<file path="src/meter_pkg.sv">
// Package with settings layout, key strobes and timing constants for the meter panel control
// How it works
// - Menu locked out in ref, comparator, capture
// - Menu key steps 0..8 then measurement
// - Menu edits staged, applied on menu exit
// - Menu 0: off, serial, or printer
// - Menu 1: 9600 or 19200 rate
// - Menu 2: station id 0..15
// - Menu 3: peak hold off/on
// - Menu 4: threshold 0..98 step 2
// - Menu 5: delay 0..9 seconds
// - Menu 6: auto clear enable
// - Menu 7: clear time 0..90 seconds
// - Menu 8: buzzer follows alarm when enabled
// - Settings kept except peak hold
// - Ref key toggles full-scale reference mode
// - Ref mode: only light, ref keys
// - Ref tone 80 Hz or 1 Hz
// - Capture shows running max, overrange flag
// - Clear key clears held maximum
// - Capture mode: light, capture, clear keys
// - Peak hold tracks peaks, accel only
// - Peak mode: light, menu, clear keys
// - Comparator compares level, key toggles it
// - Auto clear after time below threshold
// - Clear key drops alarm, comparator stays
// - Display blinks 0.5 s while alarm
package meter_pkg;

	// ************************************************************
	// Clock and timing
	// ************************************************************
	localparam int unsigned CLK_HZ        = 20000000;
	localparam int unsigned SECOND_NS     = 1000000000;
	localparam int unsigned BLINK_NS      = 500000000;
	localparam int unsigned PEAK_SAMPLE_HZ = 51200;
	localparam int unsigned TONE_CHG_HZ   = 80;
	localparam int unsigned TONE_SRV_HZ   = 1;
	// Cycles per millisecond times milliseconds; keeps every product inside 32 bits
	localparam int unsigned SECOND_CYC    = CLK_HZ / 1000 * (SECOND_NS / 1000000);
	localparam int unsigned BLINK_CYC     = CLK_HZ / 1000 * (BLINK_NS / 1000000);
	localparam int unsigned PEAK_CYC      = CLK_HZ / PEAK_SAMPLE_HZ;
	localparam int unsigned TONE_CHG_HALF = CLK_HZ / (2 * TONE_CHG_HZ);
	localparam int unsigned TONE_SRV_HALF = CLK_HZ / (2 * TONE_SRV_HZ);

	// ************************************************************
	// Setting ranges
	// ************************************************************
	localparam int unsigned LVL_W         = 16;
	localparam logic [3:0]  MENU_LAST     = 4'h8;
	localparam logic [1:0]  PORT_OFF      = 2'h0;
	localparam logic [1:0]  PORT_SERIAL   = 2'h1;
	localparam logic [1:0]  PORT_PRINTER  = 2'h2;
	localparam logic [3:0]  ID_MAX        = 4'hF;
	localparam logic [6:0]  THR_MAX       = 7'h62;
	localparam logic [6:0]  THR_STEP      = 7'h02;
	localparam logic [3:0]  DELAY_MAX     = 4'h9;
	localparam logic [6:0]  CLR_MAX       = 7'h5A;
	localparam logic [6:0]  PCT_FULL      = 7'h64;

	typedef enum logic [1:0] {RATE_9600, RATE_19200} rate_e;

	// Persistent settings image, peak hold kept out of it
	typedef struct packed {
		logic [1:0] port_mode;
		rate_e      rate;
		logic [3:0] station_id;
		logic [6:0] thr_pct;
		logic [3:0] delay_s;
		logic       auto_clr;
		logic [6:0] clr_s;
		logic       buzz_en;
	} settings_s;

	localparam settings_s SETTINGS_RST = '{PORT_OFF, RATE_9600, 4'h0, 7'h00, 4'h0,
		1'b0, 7'h00, 1'b0};

	// Front-panel key strobes, one cycle each
	typedef struct packed {
		logic menu;
		logic up;
		logic down;
		logic ref_sig;
		logic capture;
		logic clear;
		logic comp;
	} keys_s;

endpackage

</file>
<file path="src/sec_timer.sv">
// Second-count timer used for comparator delay and auto clear
`timescale 1ns/10ps
module sec_timer
(
	// Clock and reset
	input  wire logic       core_clk_i,
	input  wire logic       rst_i,
	// Control
	input  wire logic       run_i,
	input  wire logic [6:0] secs_i,
	// Status
	output logic            done_o
);

	logic [24:0] tick_q;
	logic [6:0]  secs_q;

	// Restarts whenever run drops, so only continuous runs count
	always_ff @(posedge core_clk_i)
	begin
		if (rst_i || !run_i)
		begin
			tick_q <= '0;
			secs_q <= '0;
		end
		else if (secs_q != secs_i)
		begin
			if (tick_q == 25'(meter_pkg::SECOND_CYC - 1))
			begin
				tick_q <= '0;
				secs_q <= secs_q + 7'h01;
			end
			else
				tick_q <= tick_q + 25'h0000001;
		end
	end

	assign done_o = run_i && (secs_q == secs_i);

endmodule

</file>
<file path="src/half_period_osc.sv">
// Square wave generator with a selectable half period
`timescale 1ns/10ps
module half_period_osc
(
	// Clock and reset
	input  wire logic        core_clk_i,
	input  wire logic        rst_i,
	// Control
	input  wire logic        run_i,
	input  wire logic [23:0] half_i,
	// Output
	output logic             wave_o
);

	logic [23:0] cnt_q;

	// Free toggling while run, parked low otherwise
	always_ff @(posedge core_clk_i)
	begin
		if (rst_i || !run_i)
		begin
			cnt_q  <= '0;
			wave_o <= 1'b0;
		end
		else if (cnt_q >= half_i - 24'h000001)
		begin
			cnt_q  <= '0;
			wave_o <= !wave_o;
		end
		else
			cnt_q <= cnt_q + 24'h000001;
	end

endmodule

</file>
<file path="src/meter_panel_ctrl.sv">
// Front-panel control: menu, reference mode, max and peak hold, comparator alarm
`timescale 1ns/10ps
module meter_panel_ctrl
(
	// Clock and reset
	input  wire logic                  core_clk_i,
	input  wire logic                  rst_i,
	// Front-panel keys
	input  wire meter_pkg::keys_s      keys_i,
	// Measurement side
	input  wire logic [15:0]           level_i,
	input  wire logic [15:0]           full_scale_i,
	input  wire logic [15:0]           overload_i,
	input  wire logic                  servo_input_i,
	input  wire logic                  accel_mode_i,
	// Nonvolatile settings image
	input  wire meter_pkg::settings_s  nv_settings_i,
	input  wire logic                  nv_valid_i,
	output meter_pkg::settings_s       nv_settings_o,
	output logic                       nv_write_o,
	// Display
	output logic [3:0]                 menu_num_o,
	output logic                       menu_shown_o,
	output meter_pkg::settings_s       menu_view_o,
	output logic                       peak_en_view_o,
	output logic [15:0]                numeric_o,
	output logic                       over_flag_o,
	output logic                       blank_o,
	// Modes and outputs
	output meter_pkg::settings_s       settings_o,
	output logic                       peak_hold_o,
	output logic                       ref_mode_o,
	output logic                       capture_o,
	output logic                       comp_on_o,
	output logic                       alarm_o,
	output logic                       buzzer_o,
	output logic                       ref_tone_o,
	output logic [15:0]                steady_level_output_o
);

	// ************************************************************
	// Menu state
	// ************************************************************
	typedef enum logic [1:0] {S_MEASURE, S_MENU} view_e;

	view_e                view_q;
	logic [3:0]           menu_q;
	meter_pkg::settings_s stage_q;
	meter_pkg::settings_s live_q;
	logic                 peak_stage_q;
	logic                 peak_q;
	logic                 ref_q;
	logic                 cap_q;
	logic                 comp_q;
	logic                 alarm_q;
	logic                 loaded_q;
	logic [15:0]          max_q;
	logic [15:0]          peak_val_q;
	logic [10:0]          smp_q;
	logic [24:0]          blink_cnt_q;
	logic                 blink_q;

	logic exit_menu;
	logic enter_ok;
	logic key_menu_ok;
	logic key_clear_ok;
	logic key_comp_ok;
	logic key_cap_ok;
	logic above;
	logic delay_done;
	logic clear_done;

	// Key acceptance per active mode; light and power never reach this block
	assign key_menu_ok  = keys_i.menu && !ref_q && !cap_q && !comp_q;
	assign enter_ok     = key_menu_ok && (view_q == S_MEASURE);
	assign key_clear_ok = keys_i.clear && !ref_q;
	assign key_cap_ok   = keys_i.capture && !ref_q && !comp_q && !peak_q
		&& view_q == S_MEASURE;
	assign key_comp_ok  = keys_i.comp && !ref_q && !cap_q && !peak_q
		&& view_q == S_MEASURE;
	assign exit_menu    = key_menu_ok && view_q == S_MENU && menu_q == meter_pkg::MENU_LAST;

	// Menu page stepping
	always_ff @(posedge core_clk_i)
	begin
		if (rst_i)
		begin
			view_q <= S_MEASURE;
			menu_q <= 4'h0;
		end
		else if (enter_ok)
		begin
			view_q <= S_MENU;
			menu_q <= 4'h0;
		end
		else if (key_menu_ok && view_q == S_MENU)
		begin
			unique case (menu_q == meter_pkg::MENU_LAST)
				1'b1: view_q <= S_MEASURE;
				1'b0: menu_q <= menu_q + 4'h1;
			endcase
		end
	end

	// Saturating step helper for numeric items
	function automatic logic [6:0] step7(input logic [6:0] v, input logic [6:0] mx,
		input logic [6:0] st, input logic up);
		if (up)
			step7 = (v + st > mx) ? v : 7'(v + st);
		else
			step7 = (v < st) ? v : 7'(v - st);
	endfunction

	// Staged edits on the shown item, copied in from live on entry
	always_ff @(posedge core_clk_i)
	begin
		if (rst_i)
		begin
			stage_q      <= meter_pkg::SETTINGS_RST;
			peak_stage_q <= 1'b0;
		end
		else if (enter_ok)
		begin
			stage_q      <= live_q;
			peak_stage_q <= peak_q;
		end
		else if (view_q == S_MENU && (keys_i.up || keys_i.down))
		begin
			unique case (menu_q)
				4'h0: stage_q.port_mode <= keys_i.up ?
					((stage_q.port_mode == meter_pkg::PORT_PRINTER) ? stage_q.port_mode
					: stage_q.port_mode + 2'h1) :
					((stage_q.port_mode == meter_pkg::PORT_OFF) ? stage_q.port_mode
					: stage_q.port_mode - 2'h1);
				4'h1: stage_q.rate <= keys_i.up ? meter_pkg::RATE_19200
					: meter_pkg::RATE_9600;
				4'h2: stage_q.station_id <= 4'(step7({3'h0, stage_q.station_id},
					{3'h0, meter_pkg::ID_MAX}, 7'h01, keys_i.up));
				4'h3: peak_stage_q <= keys_i.up;
				4'h4: stage_q.thr_pct <= step7(stage_q.thr_pct, meter_pkg::THR_MAX,
					meter_pkg::THR_STEP, keys_i.up);
				4'h5: stage_q.delay_s <= 4'(step7({3'h0, stage_q.delay_s},
					{3'h0, meter_pkg::DELAY_MAX}, 7'h01, keys_i.up));
				4'h6: stage_q.auto_clr <= keys_i.up;
				4'h7: stage_q.clr_s <= step7(stage_q.clr_s, meter_pkg::CLR_MAX,
					7'h01, keys_i.up);
				4'h8: stage_q.buzz_en <= keys_i.up;
				default: stage_q <= stage_q;
			endcase
		end
	end

	// ************************************************************
	// Live settings and retention
	// ************************************************************
	// Live copy loads from storage once after reset, then only on menu exit
	always_ff @(posedge core_clk_i)
	begin
		if (rst_i)
		begin
			live_q   <= meter_pkg::SETTINGS_RST;
			loaded_q <= 1'b0;
			peak_q   <= 1'b0;
		end
		else
		begin
			if (!loaded_q && nv_valid_i)
			begin
				live_q   <= nv_settings_i;
				loaded_q <= 1'b1;
			end
			if (exit_menu)
			begin
				live_q <= stage_q;
				peak_q <= peak_stage_q && accel_mode_i;
			end
		end
	end

	// Write strobe to storage on every apply; peak hold not part of image
	always_ff @(posedge core_clk_i)
	begin
		if (rst_i)
			nv_write_o <= 1'b0;
		else
			nv_write_o <= exit_menu;
	end
	assign nv_settings_o = live_q;

	// ************************************************************
	// Modes
	// ************************************************************
	// Mode toggles; reference mode only from plain measurement
	always_ff @(posedge core_clk_i)
	begin
		if (rst_i)
		begin
			ref_q  <= 1'b0;
			cap_q  <= 1'b0;
			comp_q <= 1'b0;
		end
		else
		begin
			if (keys_i.ref_sig && view_q == S_MEASURE && !cap_q && !comp_q && !peak_q)
				ref_q <= !ref_q;
			if (key_cap_ok)
				cap_q <= !cap_q;
			if (key_comp_ok)
				comp_q <= !comp_q;
		end
	end

	// Running maximum while capture is on
	always_ff @(posedge core_clk_i)
	begin
		if (rst_i || !cap_q || key_clear_ok)
			max_q <= '0;
		else if (level_i > max_q)
			max_q <= level_i;
	end

	// Peak sample strobe at the high sampling rate
	always_ff @(posedge core_clk_i)
	begin
		if (rst_i || smp_q == 11'(meter_pkg::PEAK_CYC - 1))
			smp_q <= '0;
		else
			smp_q <= smp_q + 11'h001;
	end

	// Highest sampled peak while peak hold is on
	always_ff @(posedge core_clk_i)
	begin
		if (rst_i || !peak_q || key_clear_ok)
			peak_val_q <= '0;
		else if (smp_q == '0 && level_i > peak_val_q)
			peak_val_q <= level_i;
	end

	// ************************************************************
	// Comparator
	// ************************************************************
	// Threshold is percent of full scale, widened to avoid overflow
	assign above = comp_q && ({16'h0000, level_i} * 32'(meter_pkg::PCT_FULL) >
		{16'h0000, full_scale_i} * {25'h0000000, live_q.thr_pct});

	sec_timer u_delay
	(
		.core_clk_i (core_clk_i),
		.rst_i      (rst_i),
		.run_i      (above && !alarm_q),
		.secs_i     ({3'h0, live_q.delay_s}),
		.done_o     (delay_done)
	);

	sec_timer u_clear
	(
		.core_clk_i (core_clk_i),
		.rst_i      (rst_i),
		.run_i      (alarm_q && !above && live_q.auto_clr),
		.secs_i     (live_q.clr_s),
		.done_o     (clear_done)
	);

	// Alarm latch; clear key and comparator off both drop it at once
	always_ff @(posedge core_clk_i)
	begin
		if (rst_i || !comp_q || key_clear_ok || key_comp_ok)
			alarm_q <= 1'b0;
		else if (delay_done)
			alarm_q <= 1'b1;
		else if (clear_done)
			alarm_q <= 1'b0;
	end

	// Blink phase for the value area
	always_ff @(posedge core_clk_i)
	begin
		if (rst_i || !alarm_q)
		begin
			blink_cnt_q <= '0;
			blink_q     <= 1'b0;
		end
		else if (blink_cnt_q == 25'(meter_pkg::BLINK_CYC - 1))
		begin
			blink_cnt_q <= '0;
			blink_q     <= !blink_q;
		end
		else
			blink_cnt_q <= blink_cnt_q + 25'h0000001;
	end

	half_period_osc u_tone
	(
		.core_clk_i (core_clk_i),
		.rst_i      (rst_i),
		.run_i      (ref_q),
		.half_i     (servo_input_i ? 24'(meter_pkg::TONE_SRV_HALF)
			: 24'(meter_pkg::TONE_CHG_HALF)),
		.wave_o     (ref_tone_o)
	);

	// ************************************************************
	// Display and outputs
	// ************************************************************
	// Numeric value follows the active hold mode
	always_ff @(posedge core_clk_i)
	begin
		if (rst_i)
		begin
			numeric_o             <= '0;
			over_flag_o           <= 1'b0;
			steady_level_output_o <= '0;
		end
		else
		begin
			numeric_o   <= cap_q ? max_q : (peak_q ? peak_val_q : level_i);
			over_flag_o <= (cap_q && max_q > overload_i)
				|| (peak_q && peak_val_q > overload_i);
			steady_level_output_o <= ref_q ? full_scale_i : level_i;
		end
	end

	assign menu_num_o     = menu_q;
	assign menu_shown_o   = (view_q == S_MENU);
	assign menu_view_o    = stage_q;
	assign peak_en_view_o = peak_stage_q;
	assign settings_o     = live_q;
	assign peak_hold_o    = peak_q;
	assign ref_mode_o     = ref_q;
	assign capture_o      = cap_q;
	assign comp_on_o      = comp_q;
	assign alarm_o        = alarm_q;
	assign blank_o        = blink_q;
	assign buzzer_o       = alarm_q && live_q.buzz_en;

	// ************************************************************
	// Checks
	// ************************************************************
	a_menu_lockout: assert property (@(posedge core_clk_i) disable iff (rst_i)
		(ref_q || cap_q || comp_q) && view_q == S_MEASURE |=> view_q == S_MEASURE)
		else $error("menu entered while locked");
	a_menu_wrap: assert property (@(posedge core_clk_i) disable iff (rst_i)
		exit_menu |=> view_q == S_MEASURE && nv_write_o)
		else $error("menu did not return after last page");
	a_apply_exit: assert property (@(posedge core_clk_i) disable iff (rst_i)
		view_q == S_MENU && !exit_menu && loaded_q |=> $stable(live_q))
		else $error("settings applied inside menu");
	a_thr_range: assert property (@(posedge core_clk_i) disable iff (rst_i)
		!stage_q.thr_pct[0] || !loaded_q)
		else $error("odd threshold staged");
	a_buzz_gate: assert property (@(posedge core_clk_i) disable iff (rst_i)
		buzzer_o |-> alarm_q && live_q.buzz_en)
		else $error("buzzer without enabled alarm");
	a_clear_alarm: assert property (@(posedge core_clk_i) disable iff (rst_i)
		key_clear_ok && comp_q && !keys_i.comp |=> !alarm_q && comp_q)
		else $error("clear key did not drop alarm");
	a_max_mono: assert property (@(posedge core_clk_i) disable iff (rst_i)
		cap_q && $past(cap_q) && !$past(key_clear_ok) |-> max_q >= $past(max_q))
		else $error("held maximum fell");
	a_zero_delay: assert property (@(posedge core_clk_i) disable iff (rst_i)
		live_q.delay_s == 4'h0 && above && !alarm_q && !key_clear_ok && !key_comp_ok
		&& !$changed(live_q) |=> alarm_q)
		else $error("zero delay alarm late");
	a_ref_keys: assert property (@(posedge core_clk_i) disable iff (rst_i)
		ref_q |=> !cap_q && !comp_q && view_q == S_MEASURE)
		else $error("key accepted in reference mode");

endmodule

</file>
<file path="config.mk">
export PLATFORM = sky130hd
export DESIGN_NAME = meter_panel_ctrl
export DESIGN_NICKNAME = d
export VERILOG_FILES = /design/src/meter_pkg.sv /design/src/sec_timer.sv /design/src/half_period_osc.sv /design/src/meter_panel_ctrl.sv
export SDC_FILE = /design/constraint.sdc
export NUM_CORES = 1
export LEC_CHECK = 0
export BUFFER_PORTS_ARGS = -buffer_cell sky130_fd_sc_hd__buf_2
export CORE_MARGIN = 2
export CORE_UTILIZATION = 55
export CTS_BUF_LIST = sky130_fd_sc_hd__clkbuf_8
export DETAILED_ROUTE_END_ITERATION = 8
export PLACE_DENSITY_LB_ADDON = 0.15
export SLEW_MARGIN = 20
export SYNTH_ARGS = -nofsm -noshare
export SYNTH_HDL_FRONTEND = slang
export SYNTH_SLANG_ARGS = --single-unit
</file>
<file path="constraint.sdc">
create_clock -name core_clk_i -period 8.1 [get_ports core_clk_i]
set_input_delay 0.81 -clock core_clk_i [delete_from_list [all_inputs] [get_ports core_clk_i]]
set_output_delay 0.81 -clock core_clk_i [all_outputs]
set_load 0.005 [all_outputs]
</file>
==> results.md, run 1 <==
* Die X at 193 µm
* Worst Path Arrival at 7.84 ns
* Avg Cell Area, Syn at 8.48 µm²
* Fin Setup TNS at 0 ns
* Hold Vio Cnt, Final at 0
* Detailed Routing Iterations Pass 1 at 5
* Number of synthesized register bits at 260
* Status: finished clean
* Syn Inst Count at 2306
* Pwr dens at 200 nW/µm²
* DRT iter0 DRCs at 971
* Max Fanout on Critical Path at 20
* R2r worst-path depth at 22
* Max Freq at 136 MHz
* Number of post-CTS setup repair buffers at 0
* Synthesis Warnings at 0
* Max incr delay on CP at 0.81 ns
* Final Power at 4.35 mW
* Final non-filler cell total at 2965
* Comb pwr share at 0.367
* Layout cells sized above 1 at 0.131
* Via count at 16714
* Reg clk slew, reported paths at 0.06 ns
* Num Clock Sinks at 260
* Crit path required time at 8.57 ns
* Core area at 35300 µm²
* Initial Util at 0.554
* Worst setup path class: reg2reg
* Ports at 220
* Largest delay share family, worst path: adder cells
* Port Buffers at 219
* Reg2reg setup slack at 0.73 ns
* All-layer global routing usage at 0.268
* Post-synth top area share at 0.266
* Startpoint types: flop
* Routed WL at 49800 µm
* Pint at 2.68 mW
* Vias in the first global route at 15881
* First-pass GRT wire length at 80100 µm
* Slew @ Worst Pin at 0.988 ns
* RR Startpoint: nv_settings_o[19]
* Worst Skew at 0.0265 ns
* DP HPWL at 37600 µm
* CP Cell Sequence: nand2_1 -> fa_1 -> fa_1 -> inv_1 -> fa_1 -> inv_1 -> fa_1 -> inv_1 -> ha_1 -> o21ai_0 -> a32o_1 -> a41oi_1 -> o221a_2 -> nor2b_1 -> o41ai_1 -> xnor2_1 -> ha_1 -> nand3_1 -> or3_1 -> o31ai_1 -> or3_1 -> nor2_1
* Grt total ovfl at 0
* Root Driver: clkbuf_8
* Unrepaired setup endpoints after global routing: false
* Hold Buf Count CTS at 0
* Fin. max-slew vios at 0
* EDFF count, synth at 0
* Largest cells by area after synthesis: dfxtp_1, ha_1, fa_1
* Post-Place Cells at 2883
* Vias per inst at 5.64
* Mapped Nets at 2690
* Final Setup Violations at 0
* Top cell by count, worst path: fa_1
* CP endpoint: u_clear.tick_q[20]
* Largest net degree at the start of global routing at 67
* Fin crit period at 7.37 ns
* CP startpoint: nv_settings_o[19]
* Levels on crit path at 22
* Die area at 37100 µm²
* Num CTS Buffers at 46
* Yosys cell types at 79
* Final GP Congestion at 0.885
* VDD IR max at 0.174 mV
* Top-count cell post-synth: nor2_1
* Reg2reg end: u_clear.tick_q[20]
* Leak at 9.79 nW
* Die Y at 193 µm
* Commonest cells in the netlist: nor2_1, dfxtp_1, inv_1, ha_1, nand2_1
* Worst-skew pair later-pin latency at 0.62 ns
* CP max stage cell: dfxtp_1
* WL/cell at 16.8 µm
* Headroom to the max-slew limit at 0.324
* Initial antenna violation count at 1
* Worst Path Buf+Inv at 3
* Rows at 69
* Maxcap violations at 0
* Hold Crit Class: reg2reg
* Most used DFF post-synth: dfxtp_1
* Clock Power Share at 0.281
* Layout area overhead at 10.9%
* Tcrit/Tclk final at 0.910
* Area leader, netlist: dfxtp_1
* Net Sw Frac at 0.383
* Register area share after synthesis at 0.266
* Asr flop ratio synth at 0
* Post-CTS sizing at 0
* Seq pwr share at 0.352
* Switching Power at 1.66 mW
* ANT nets after route at 0
* CTS tree: yes
* Max clock buf depth at 3
* Worst Setup End Kind: flop
* Residual DRC at 0
* Mapped cell area at 19600 µm²
* H-tree lvl count at 2
* Layout Nets at 2855
-- metrics by stage --
| stage | worst slack (ns) | util | area, µm² | hold WS [ns] |
|---|---|---|---|---|
| 4_1_cts | 0.712 | 0.613 | 21700 | 0.394 |
| 6_report | 0.730 | 0.614 | 21700 | 0.435 |
| 2_1_floorplan | 1.50 | - | 19600 | 0.411 |
| 3_3_place_gp | 0.723 | 0.588 | 20800 | 0.423 |
| 5_1_grt | 0.292 | 0.614 | 21700 | 0.431 |
| 3_5_place_dp | 0.591 | 0.588 | 20800 | 0.432 |
-- worst reg2reg max path: cells and delay by family, from the launching register on --
family	cells	cell delay, ns
simple gates	6	1.56
fa+ha+maj	6	2.79
xor+xnor	1	0.11
flops	1	0.81
buf+inv	3	0.15
compound gates	6	1.80
-- cell families (layout without fill, tap and decap cells) --
group,Yosys count,after routing,share of synthesized area
AOI/OAI and AO/OA,367,367,0.124
xor gates and xnor gates,158,158,0.0707
adders and majority gates,297,297,0.221
buffers and inverters,332,529,0.0720
DFF,260,260,0.266
muxes,85,85,0.0435
other,0,1,0
and+or+nand+nor,807,807,0.203
-- final cells by class --
cell class	instances	area (µm²)
antenna	1	2.50
clock buffer	55	757
clock inverter	25	150
fill	3129	13600
inverter	219	822
multi-input combinational	1714	13000
sequential	260	5200
tap	461	577
timing repair buffer	230	1190
-- sequential cells by signal, indices dropped and copies added, names as in the netlist, 4 cells and up --
name / cells
peak_val_q: 16
u_clear.secs_q: 7
menu_num_o: 4
nv_settings_o: 28
u_delay.secs_q: 7
steady_level_output_o: 16
smp_q: 11
blink_cnt_q: 25
u_clear.tick_q: 25
numeric_o: 16
max_q: 16
menu_view_o: 28
u_delay.tick_q: 25
u_tone.cnt_q: 24
-- routing by layer --
layer  vias to the layer above  track usage  share of wire
li1                       8255            -              -
met1                      7999        0.358           0.45
met2                       372        0.439           0.47
met3                        88       0.0442          0.051
met4                         0       0.0922          0.027
met5                         -            0              0
-- worst min-delay path by stage --
stage | startpoint | to | slack, ns | cells past startpoint
floorplan | blink_cnt_q[0] | blink_cnt_q[0] | 0.41 | 1
global placement | blink_cnt_q[0] | blink_cnt_q[0] | 0.42 | 1
detailed placement | blink_cnt_q[0] | blink_cnt_q[0] | 0.43 | 1
CTS | nv_valid_i | loaded_q | 0.39 | 3
global route | nv_valid_i | loaded_q | 0.43 | 3
finish | blink_cnt_q[0] | blink_cnt_q[0] | 0.44 | 1
-- power groups by stage --
| stage | combinational [mW] | sequential (mW) | clock (mW) |
|---|---|---|---|
| 6_report | 1.59 | 1.53 | 1.22 |
| 5_1_grt | 1.80 | 1.55 | 1.31 |
| 4_1_cts | 1.59 | 1.53 | 1.26 |
| 3_5_place_dp | 1.58 | 1.55 | 0 |
| 3_3_place_gp | 1.53 | 1.55 | 0 |
| 2_1_floorplan | 1.15 | 1.50 | 0 |
-- cells in the final DEF (no fill, tap or decap), types with 24 or more instances in the layout --
cell type  count
a21o_1        24
nand2_1      130
mux2i_1       85
a211oi_1      81
xor2_1        96
xnor2_1       62
nand4_1       51
nor2_1       288
inv_1        225
clkbuf_8      55
buf_2        218
dfxtp_1      260
fa_1          80
ha_1         216
nand3_1       77
nor3_1        41
a21oi_1       99
o21ai_0       57
and2_1        80
Power figures use the tool's default switching activity.
==> run 2: changes to the inputs <==
- REMOVE_ABC_BUFFERS: default -> 1
==> run 2 against run 1 <==
Compared with the run above:
- worst setup slack better by 0.038 ns
- count of clock-buffer cells in the layout is 1 lower
- non-clock buffer count is 5 higher
- sequential power hardly changed
- fmax is 0.52% higher
- total power is 2.1% higher
- critical path depth stayed put
- clock power is 8% higher
==> results.md, run 2 (same netlist as run 1, synthesis figures left out) <==
* Worst setup path class: reg2reg
* Rows at 69 (unchanged)
* Die Y at 193 µm (unchanged)
* Fin. max-slew vios at 0 (unchanged)
* Reg clk slew, reported paths at 0.06 ns (about the same)
* Number of post-CTS setup repair buffers at 0 (unchanged)
* Core area at 35300 µm² (unchanged)
* DP HPWL at 37900 µm (+0.82%)
* Max incr delay on CP at 0.78 ns (-0.03 ns)
* Max Freq at 136 MHz (+0.52%)
* Final instance area at 21800 µm² (+0.46%)
* Layout cells sized above 1 at 0.130 (-0.000364)
* VDD IR max at 0.148 mV (-15%)
* Startpoint types: flop
* CP Cell Sequence: and2_1 -> fa_1 -> fa_1 -> fa_1 -> inv_1 -> fa_1 -> inv_1 -> ha_1 -> a2111oi_0 -> o21ai_0 -> a41oi_1 -> nor2_1 -> o21ai_0 -> nor2b_1 -> xor2_1 -> ha_1 -> nand4_1 -> nor2_1 -> a2111oi_0 -> o31ai_1 -> or3_1 -> nor2_1
* Worst Path Buf+Inv at 2 (-1)
* Final Setup Violations at 0 (unchanged)
* WL/cell at 16.9 µm (+0.94%)
* Detailed Routing Iterations Pass 1 at 5 (unchanged)
* DP Area at 20800 µm² (+0.18%)
* Port Buffers at 219 (unchanged)
* Switching Power at 1.67 mW (+0.13%)
* Status: finished clean
* Top cell by count, worst path: fa_1
* CP max stage cell: dfxtp_1
* Worst Setup End Kind: flop
* Initial antenna violation count at 1 (unchanged)
* Max Fanout on Critical Path at 20 (unchanged)
* Leak at 9.85 nW (+0.61%)
* Worst-skew pair later-pin latency at 0.64 ns (+0.02 ns)
* Via count at 16633 (-0.48%)
* H-tree lvl count at 2 (unchanged)
* Fin crit period at 7.33 ns (-0.0380 ns)
* Vias in the first global route at 16322 (+2.8%)
* DRT iter0 DRCs at 709 (-27%)
* Hold Vio Cnt, Final at 0 (unchanged)
* Die X at 193 µm (unchanged)
* Final GP Congestion at 0.855 (-3.3%)
* Fin Setup TNS at 0 ns (unchanged)
* Tcrit/Tclk final at 0.905 (-0.00469)
* Residual DRC at 0 (unchanged)
* All-layer global routing usage at 0.275 (+0.00652)
* Slew @ Worst Pin at 1.04 ns (+0.0526 ns)
* Worst Path Arrival at 7.86 ns (+0.02 ns)
* Routed WL at 50400 µm (+1.2%)
* Maxcap violations at 0 (unchanged)
* Largest net degree at the start of global routing at 66 (-1.5%)
* Worst Skew at 0.0448 ns (+0.0183 ns)
* Num CTS Buffers at 48 (+4.3%)
* Vias per inst at 5.60 (-0.72%)
* Die area at 37100 µm² (unchanged)
* Levels on crit path at 22 (unchanged)
* Hold Path Depth at 3 (+2)
* Post-CTS sizing at 0 (unchanged)
* Fill cells at 3138 (+0.29%)
* Hold Buf Count CTS at 0 (unchanged)
* R2r worst-path depth at 22 (unchanged)
* Pwr dens at 204 nW/µm² (+1.7%)
* Fin Hold WS at 0.432 ns (-0.00339 ns)
* CP startpoint: nv_settings_o[14]
* ANT nets after route at 0 (unchanged)
* Hold Crit Class: in2reg
* Final Power at 4.44 mW (+2.1%)
* Pint at 2.77 mW (+3.4%)
* Unrepaired setup endpoints after global routing: false
* Max clock buf depth at 3 (unchanged)
* Headroom to the max-slew limit at 0.300 (-0.0238)
* Crit path required time at 8.63 ns (+0.06 ns)
* Largest delay share family, worst path: adder cells
* Grt total ovfl at 0 (unchanged)
* Comb pwr share at 0.360 (-0.007)
* Initial Util at 0.554 (unchanged)
* Net Sw Frac at 0.375 (-0.00751)
* Seq pwr share at 0.343 (-0.009)
* Num Clock Sinks at 260 (unchanged)
* Layout area overhead at 11.4%
* Most frequent cells in the layout: nor2_1, dfxtp_1, inv_1
* First-pass GRT wire length at 82400 µm (+2.9%)
* Root Driver: clkbuf_8
* CTS tree: yes
* Layout Nets at 2862 (+0.25%)
* Clock Power Share at 0.297 (+0.016)
* Ports at 220 (unchanged)
* Most common cell after layout, fill and taps aside: nor2_1
* RR Startpoint: nv_settings_o[14]
* Worst Hold Launch: nv_valid_i
-- run 2: changes by cell type in the layout (fill, tap and decap cells not counted), sizes merged --
cell / delta
buf: +5
clkinv: -8
bufinv: +3
clkbuf: -1
clkinvlp: +2
inv: +6
-- run 2: per-stage QoR --
step | setup slack [ns] | instances | util
3_5_place_dp | 0.562 | 2888 | 0.589
5_1_grt | 0.323 | 2972 | 0.617
4_1_cts | 0.819 | 2970 | 0.617
3_3_place_gp | 0.746 | 2888 | 0.589
6_report | 0.768 | 2972 | 0.617
2_1_floorplan | 1.51 | 2193 | -
-- run 2: tightest hold or removal path: stages --
cell	delay [ns]
buf_2	0.12
nor2_1	0.04
nor2_1	0.06
-- run 2: area by class of cell --
cell class                      count  area [µm²]  area share
Timing Repair Buffer              235        1230      0.0563
Inverter                          219         822      0.0377
Clock buffer                       54         743      0.0341
Clock inverter                     28         241      0.0111
Antenna cell                        1        2.50    0.000115
Sequential cell                   260        5200       0.239
Tap cell                          461         577      0.0265
Multi-Input combinational cell   1714       13000       0.595
-- run 2: final timing paths --
kind | slack [ns] | to
max | 0.77 | u_clear.tick_q[18]
min | 0.43 | loaded_q
max reg2reg | 0.77 | u_clear.tick_q[18]
min reg2reg | 0.44 | blink_cnt_q[0]
-- run 2: layer usage --
metal | global-route usage | part of all wire
met1 | 0.370 | 0.46
met2 | 0.453 | 0.47
met3 | 0.0413 | 0.044
met4 | 0.0849 | 0.026
met5 | 0 | 0
-- run 2: power by group through the flow --
| stage | registers [mW] | clock network, mW | logic, mW |
|---|---|---|---|
| 2_1_floorplan | 1.56 | 0 | 1.05 |
| 3_3_place_gp | 1.54 | 0 | 1.53 |
| 3_5_place_dp | 1.55 | 0 | 1.58 |
| 4_1_cts | 1.52 | 1.35 | 1.59 |
| 5_1_grt | 1.54 | 1.40 | 1.80 |
| 6_report | 1.52 | 1.32 | 1.60 |
==> run 3: changes to the inputs <==
- CORE_MARGIN: 2 -> default
==> run 3 against run 2 <==
Compared with the run above:
- clock skew shrank 0.011 ns
- clock power is 6% higher
- sequential share of layout area decreased by 0.10 points
- global-route usage grew 0.51 points
- register-to-register slack hardly changed
- total power is 1.7% higher
- worst hold slack got worse by 0.025 ns
- die area is 2.1% lower
- wire length shrank 0.78%
- combinational power is essentially flat
- largest cell class unchanged
==> results.md, run 3 (same netlist as run 1, synthesis figures left out) <==
* Rows at 68 (-1.4%)
* VDD IR max at 0.176 mV (+19%)
* Initial Util at 0.562 (+0.00815)
* Fin. max-slew vios at 0 (unchanged)
* Detailed Routing Iterations Pass 1 at 7 (+2)
* Max Freq at 136 MHz (-0.20%)
* Max Fanout on Critical Path at 18 (-10%)
* Via count at 16754 (+0.73%)
* Residual DRC at 0 (unchanged)
* Reg clk slew, reported paths at 0.06 ns (about the same)
* Routed WL at 50000 µm (-0.78%)
* Fill cells at 3118 (-0.64%)
* Fin crit period at 7.35 ns (+0.0148 ns)
* Most frequent cells in the layout: nor2_1, dfxtp_1, inv_1
* Crit path required time at 8.67 ns (+0.04 ns)
* Vias in the first global route at 16392 (+0.43%)
* Tcrit/Tclk final at 0.907 (+0.00182)
* DP HPWL at 37300 µm (-1.5%)
* Vias per inst at 5.63 (+0.56%)
* Startpoint types: flop
* Post-CTS sizing at 0 (unchanged)
* CTS tree: yes
* Die Y at 191 µm (-1.0%)
* R2r worst-path depth at 22 (unchanged)
* Final GP Congestion at 0.884 (+3.3%)
* Reg2reg end: u_clear.tick_q[12]
* Max clock buf depth at 3 (unchanged)
* Largest net degree at the start of global routing at 58 (-12%)
* Num CTS Buffers at 50 (+4.2%)
* Worst Hold Launch: nv_valid_i
* H-tree lvl count at 2 (unchanged)
* Final Setup Violations at 0 (unchanged)
* Leak at 9.90 nW (+0.57%)
* Number of post-CTS setup repair buffers at 0 (unchanged)
* Headroom to the max-slew limit at 0.236 (-0.0646)
* WL/cell at 16.8 µm (-0.95%)
* Maxcap violations at 0 (unchanged)
* Layout area overhead at 11.9%
* Num Clock Sinks at 260 (unchanged)
* Final Power at 4.51 mW (+1.7%)
* Worst setup path class: reg2reg
* Die area at 36300 µm² (-2.1%)
* Layout Nets at 2864 (+0.070%)
* Unrepaired setup endpoints after global routing: false
* Worst Skew at 0.0339 ns (-0.0109 ns)
* Core area at 34800 µm² (-1.4%)
* Top cell by count, worst path: fa_1
* Grt total ovfl at 0 (unchanged)
* Slew @ Worst Pin at 1.15 ns (+0.106 ns)
* Ports at 220 (unchanged)
* All-layer global routing usage at 0.280 (+0.00514)
* Hold Path Depth at 3 (unchanged)
* Hold Crit Class: in2reg
* Layout cells sized above 1 at 0.134 (+0.00419)
* CP Cell Sequence: and2_1 -> fa_1 -> fa_1 -> fa_1 -> inv_1 -> fa_1 -> inv_1 -> ha_1 -> a2111oi_0 -> o21ai_0 -> a41oi_1 -> nor2_1 -> o21ai_0 -> nor2b_1 -> xor2_1 -> ha_1 -> nand4_1 -> nor2_1 -> a2111oi_0 -> o31ai_1 -> or3_1 -> nor2_1
* Reg2reg setup slack at 0.75 ns (about the same)
* Max incr delay on CP at 0.76 ns (-0.02 ns)
* Fin Setup TNS at 0 ns (unchanged)
* DRT iter0 DRCs at 947 (+34%)
* Worst Path Arrival at 7.91 ns (+0.05 ns)
* Worst Setup End Kind: flop
* Pwr dens at 206 nW/µm² (+1.3%)
* Hold Path Sink: loaded_q
* Root Driver: clkbuf_8
* Hold Buf Count CTS at 0 (unchanged)
* Initial antenna violation count at 1 (unchanged)
* Most common cell after layout, fill and taps aside: nor2_1
* Worst Path Buf+Inv at 2 (unchanged)
* Hold Vio Cnt, Final at 0 (unchanged)
* ANT nets after route at 0 (unchanged)
* Worst-skew pair later-pin latency at 0.64 ns (about the same)
* RR Startpoint: nv_settings_o[18]
* CP max stage cell: a2111oi_0
* Port Buffers at 219 (unchanged)
* CP startpoint: nv_settings_o[18]
* Die X at 191 µm (-1.0%)
* Largest delay share family, worst path: adder cells
* Status: finished clean
* First-pass GRT wire length at 82300 µm (about the same)
-- run 3: tightest hold or removal path: stages --
cell and delay (ns):
buf_2 0.09, nor2_1 0.04, nor2_1 0.07
-- run 3: per-layer routing --
| metal | up-vias | GRT usage | routed length, µm |
|---|---|---|---|
| met4 | 0 | 0.0945 | 1270 |
| met3 | 76 | 0.0464 | 2520 |
| met1 | 7999 | 0.376 | 23300 |
| li1 | 8286 | - | - |
| met5 | - | 0 | 0 |
| met2 | 393 | 0.454 | 22900 |
-- run 3: layout make-up --
| class | instances | area [µm²] | share of cell area |
|---|---|---|---|
| Clock buffer | 65 | 895 | 0.0409 |
| Inverter | 219 | 822 | 0.0376 |
| Sequential cell | 260 | 5200 | 0.238 |
| Multi-Input combinational cell | 1714 | 13000 | 0.593 |
| Clock inverter | 28 | 196 | 0.00898 |
| Antenna cell | 1 | 2.50 | 0.000114 |
| Tap cell | 455 | 569 | 0.0260 |
| Timing Repair Buffer | 235 | 1220 | 0.0557 |
-- run 3: through the flow --
stage	utilization	std cells	hold slack (ns)	cell area (µm²)	setup WS [ns]
final	0.629	2977	0.407	21900	0.754
after global routing	0.629	2977	0.401	21900	0.205
after CTS	0.629	2976	0.380	21900	0.679
after detailed placement	0.597	2883	0.429	20800	0.380
after global placement	0.597	2883	0.424	20800	0.722
after floorplan	-	2193	0.413	19000	1.51
-- run 3: how the worst max path moves through the flow --
stage / to / slack [ns] / cells after the start
after CTS: u_clear.tick_q[12] / 0.68 / 22
after detailed placement: u_clear.tick_q[12] / 0.38 / 23
after global routing: u_clear.tick_q[7] / 0.20 / 22
after global placement: u_clear.tick_q[11] / 0.72 / 23
after floorplan: u_clear.tick_q[11] / 1.51 / 25
final: u_clear.tick_q[12] / 0.75 / 22
-- run 3: report_power, final --
part	total [mW]	switching (mW)	internal [mW]
Combinational	1.60	0.949	0.648
Clock	1.40	0.611	0.787
Sequential	1.52	0.133	1.39
Total	4.51	1.69	2.82
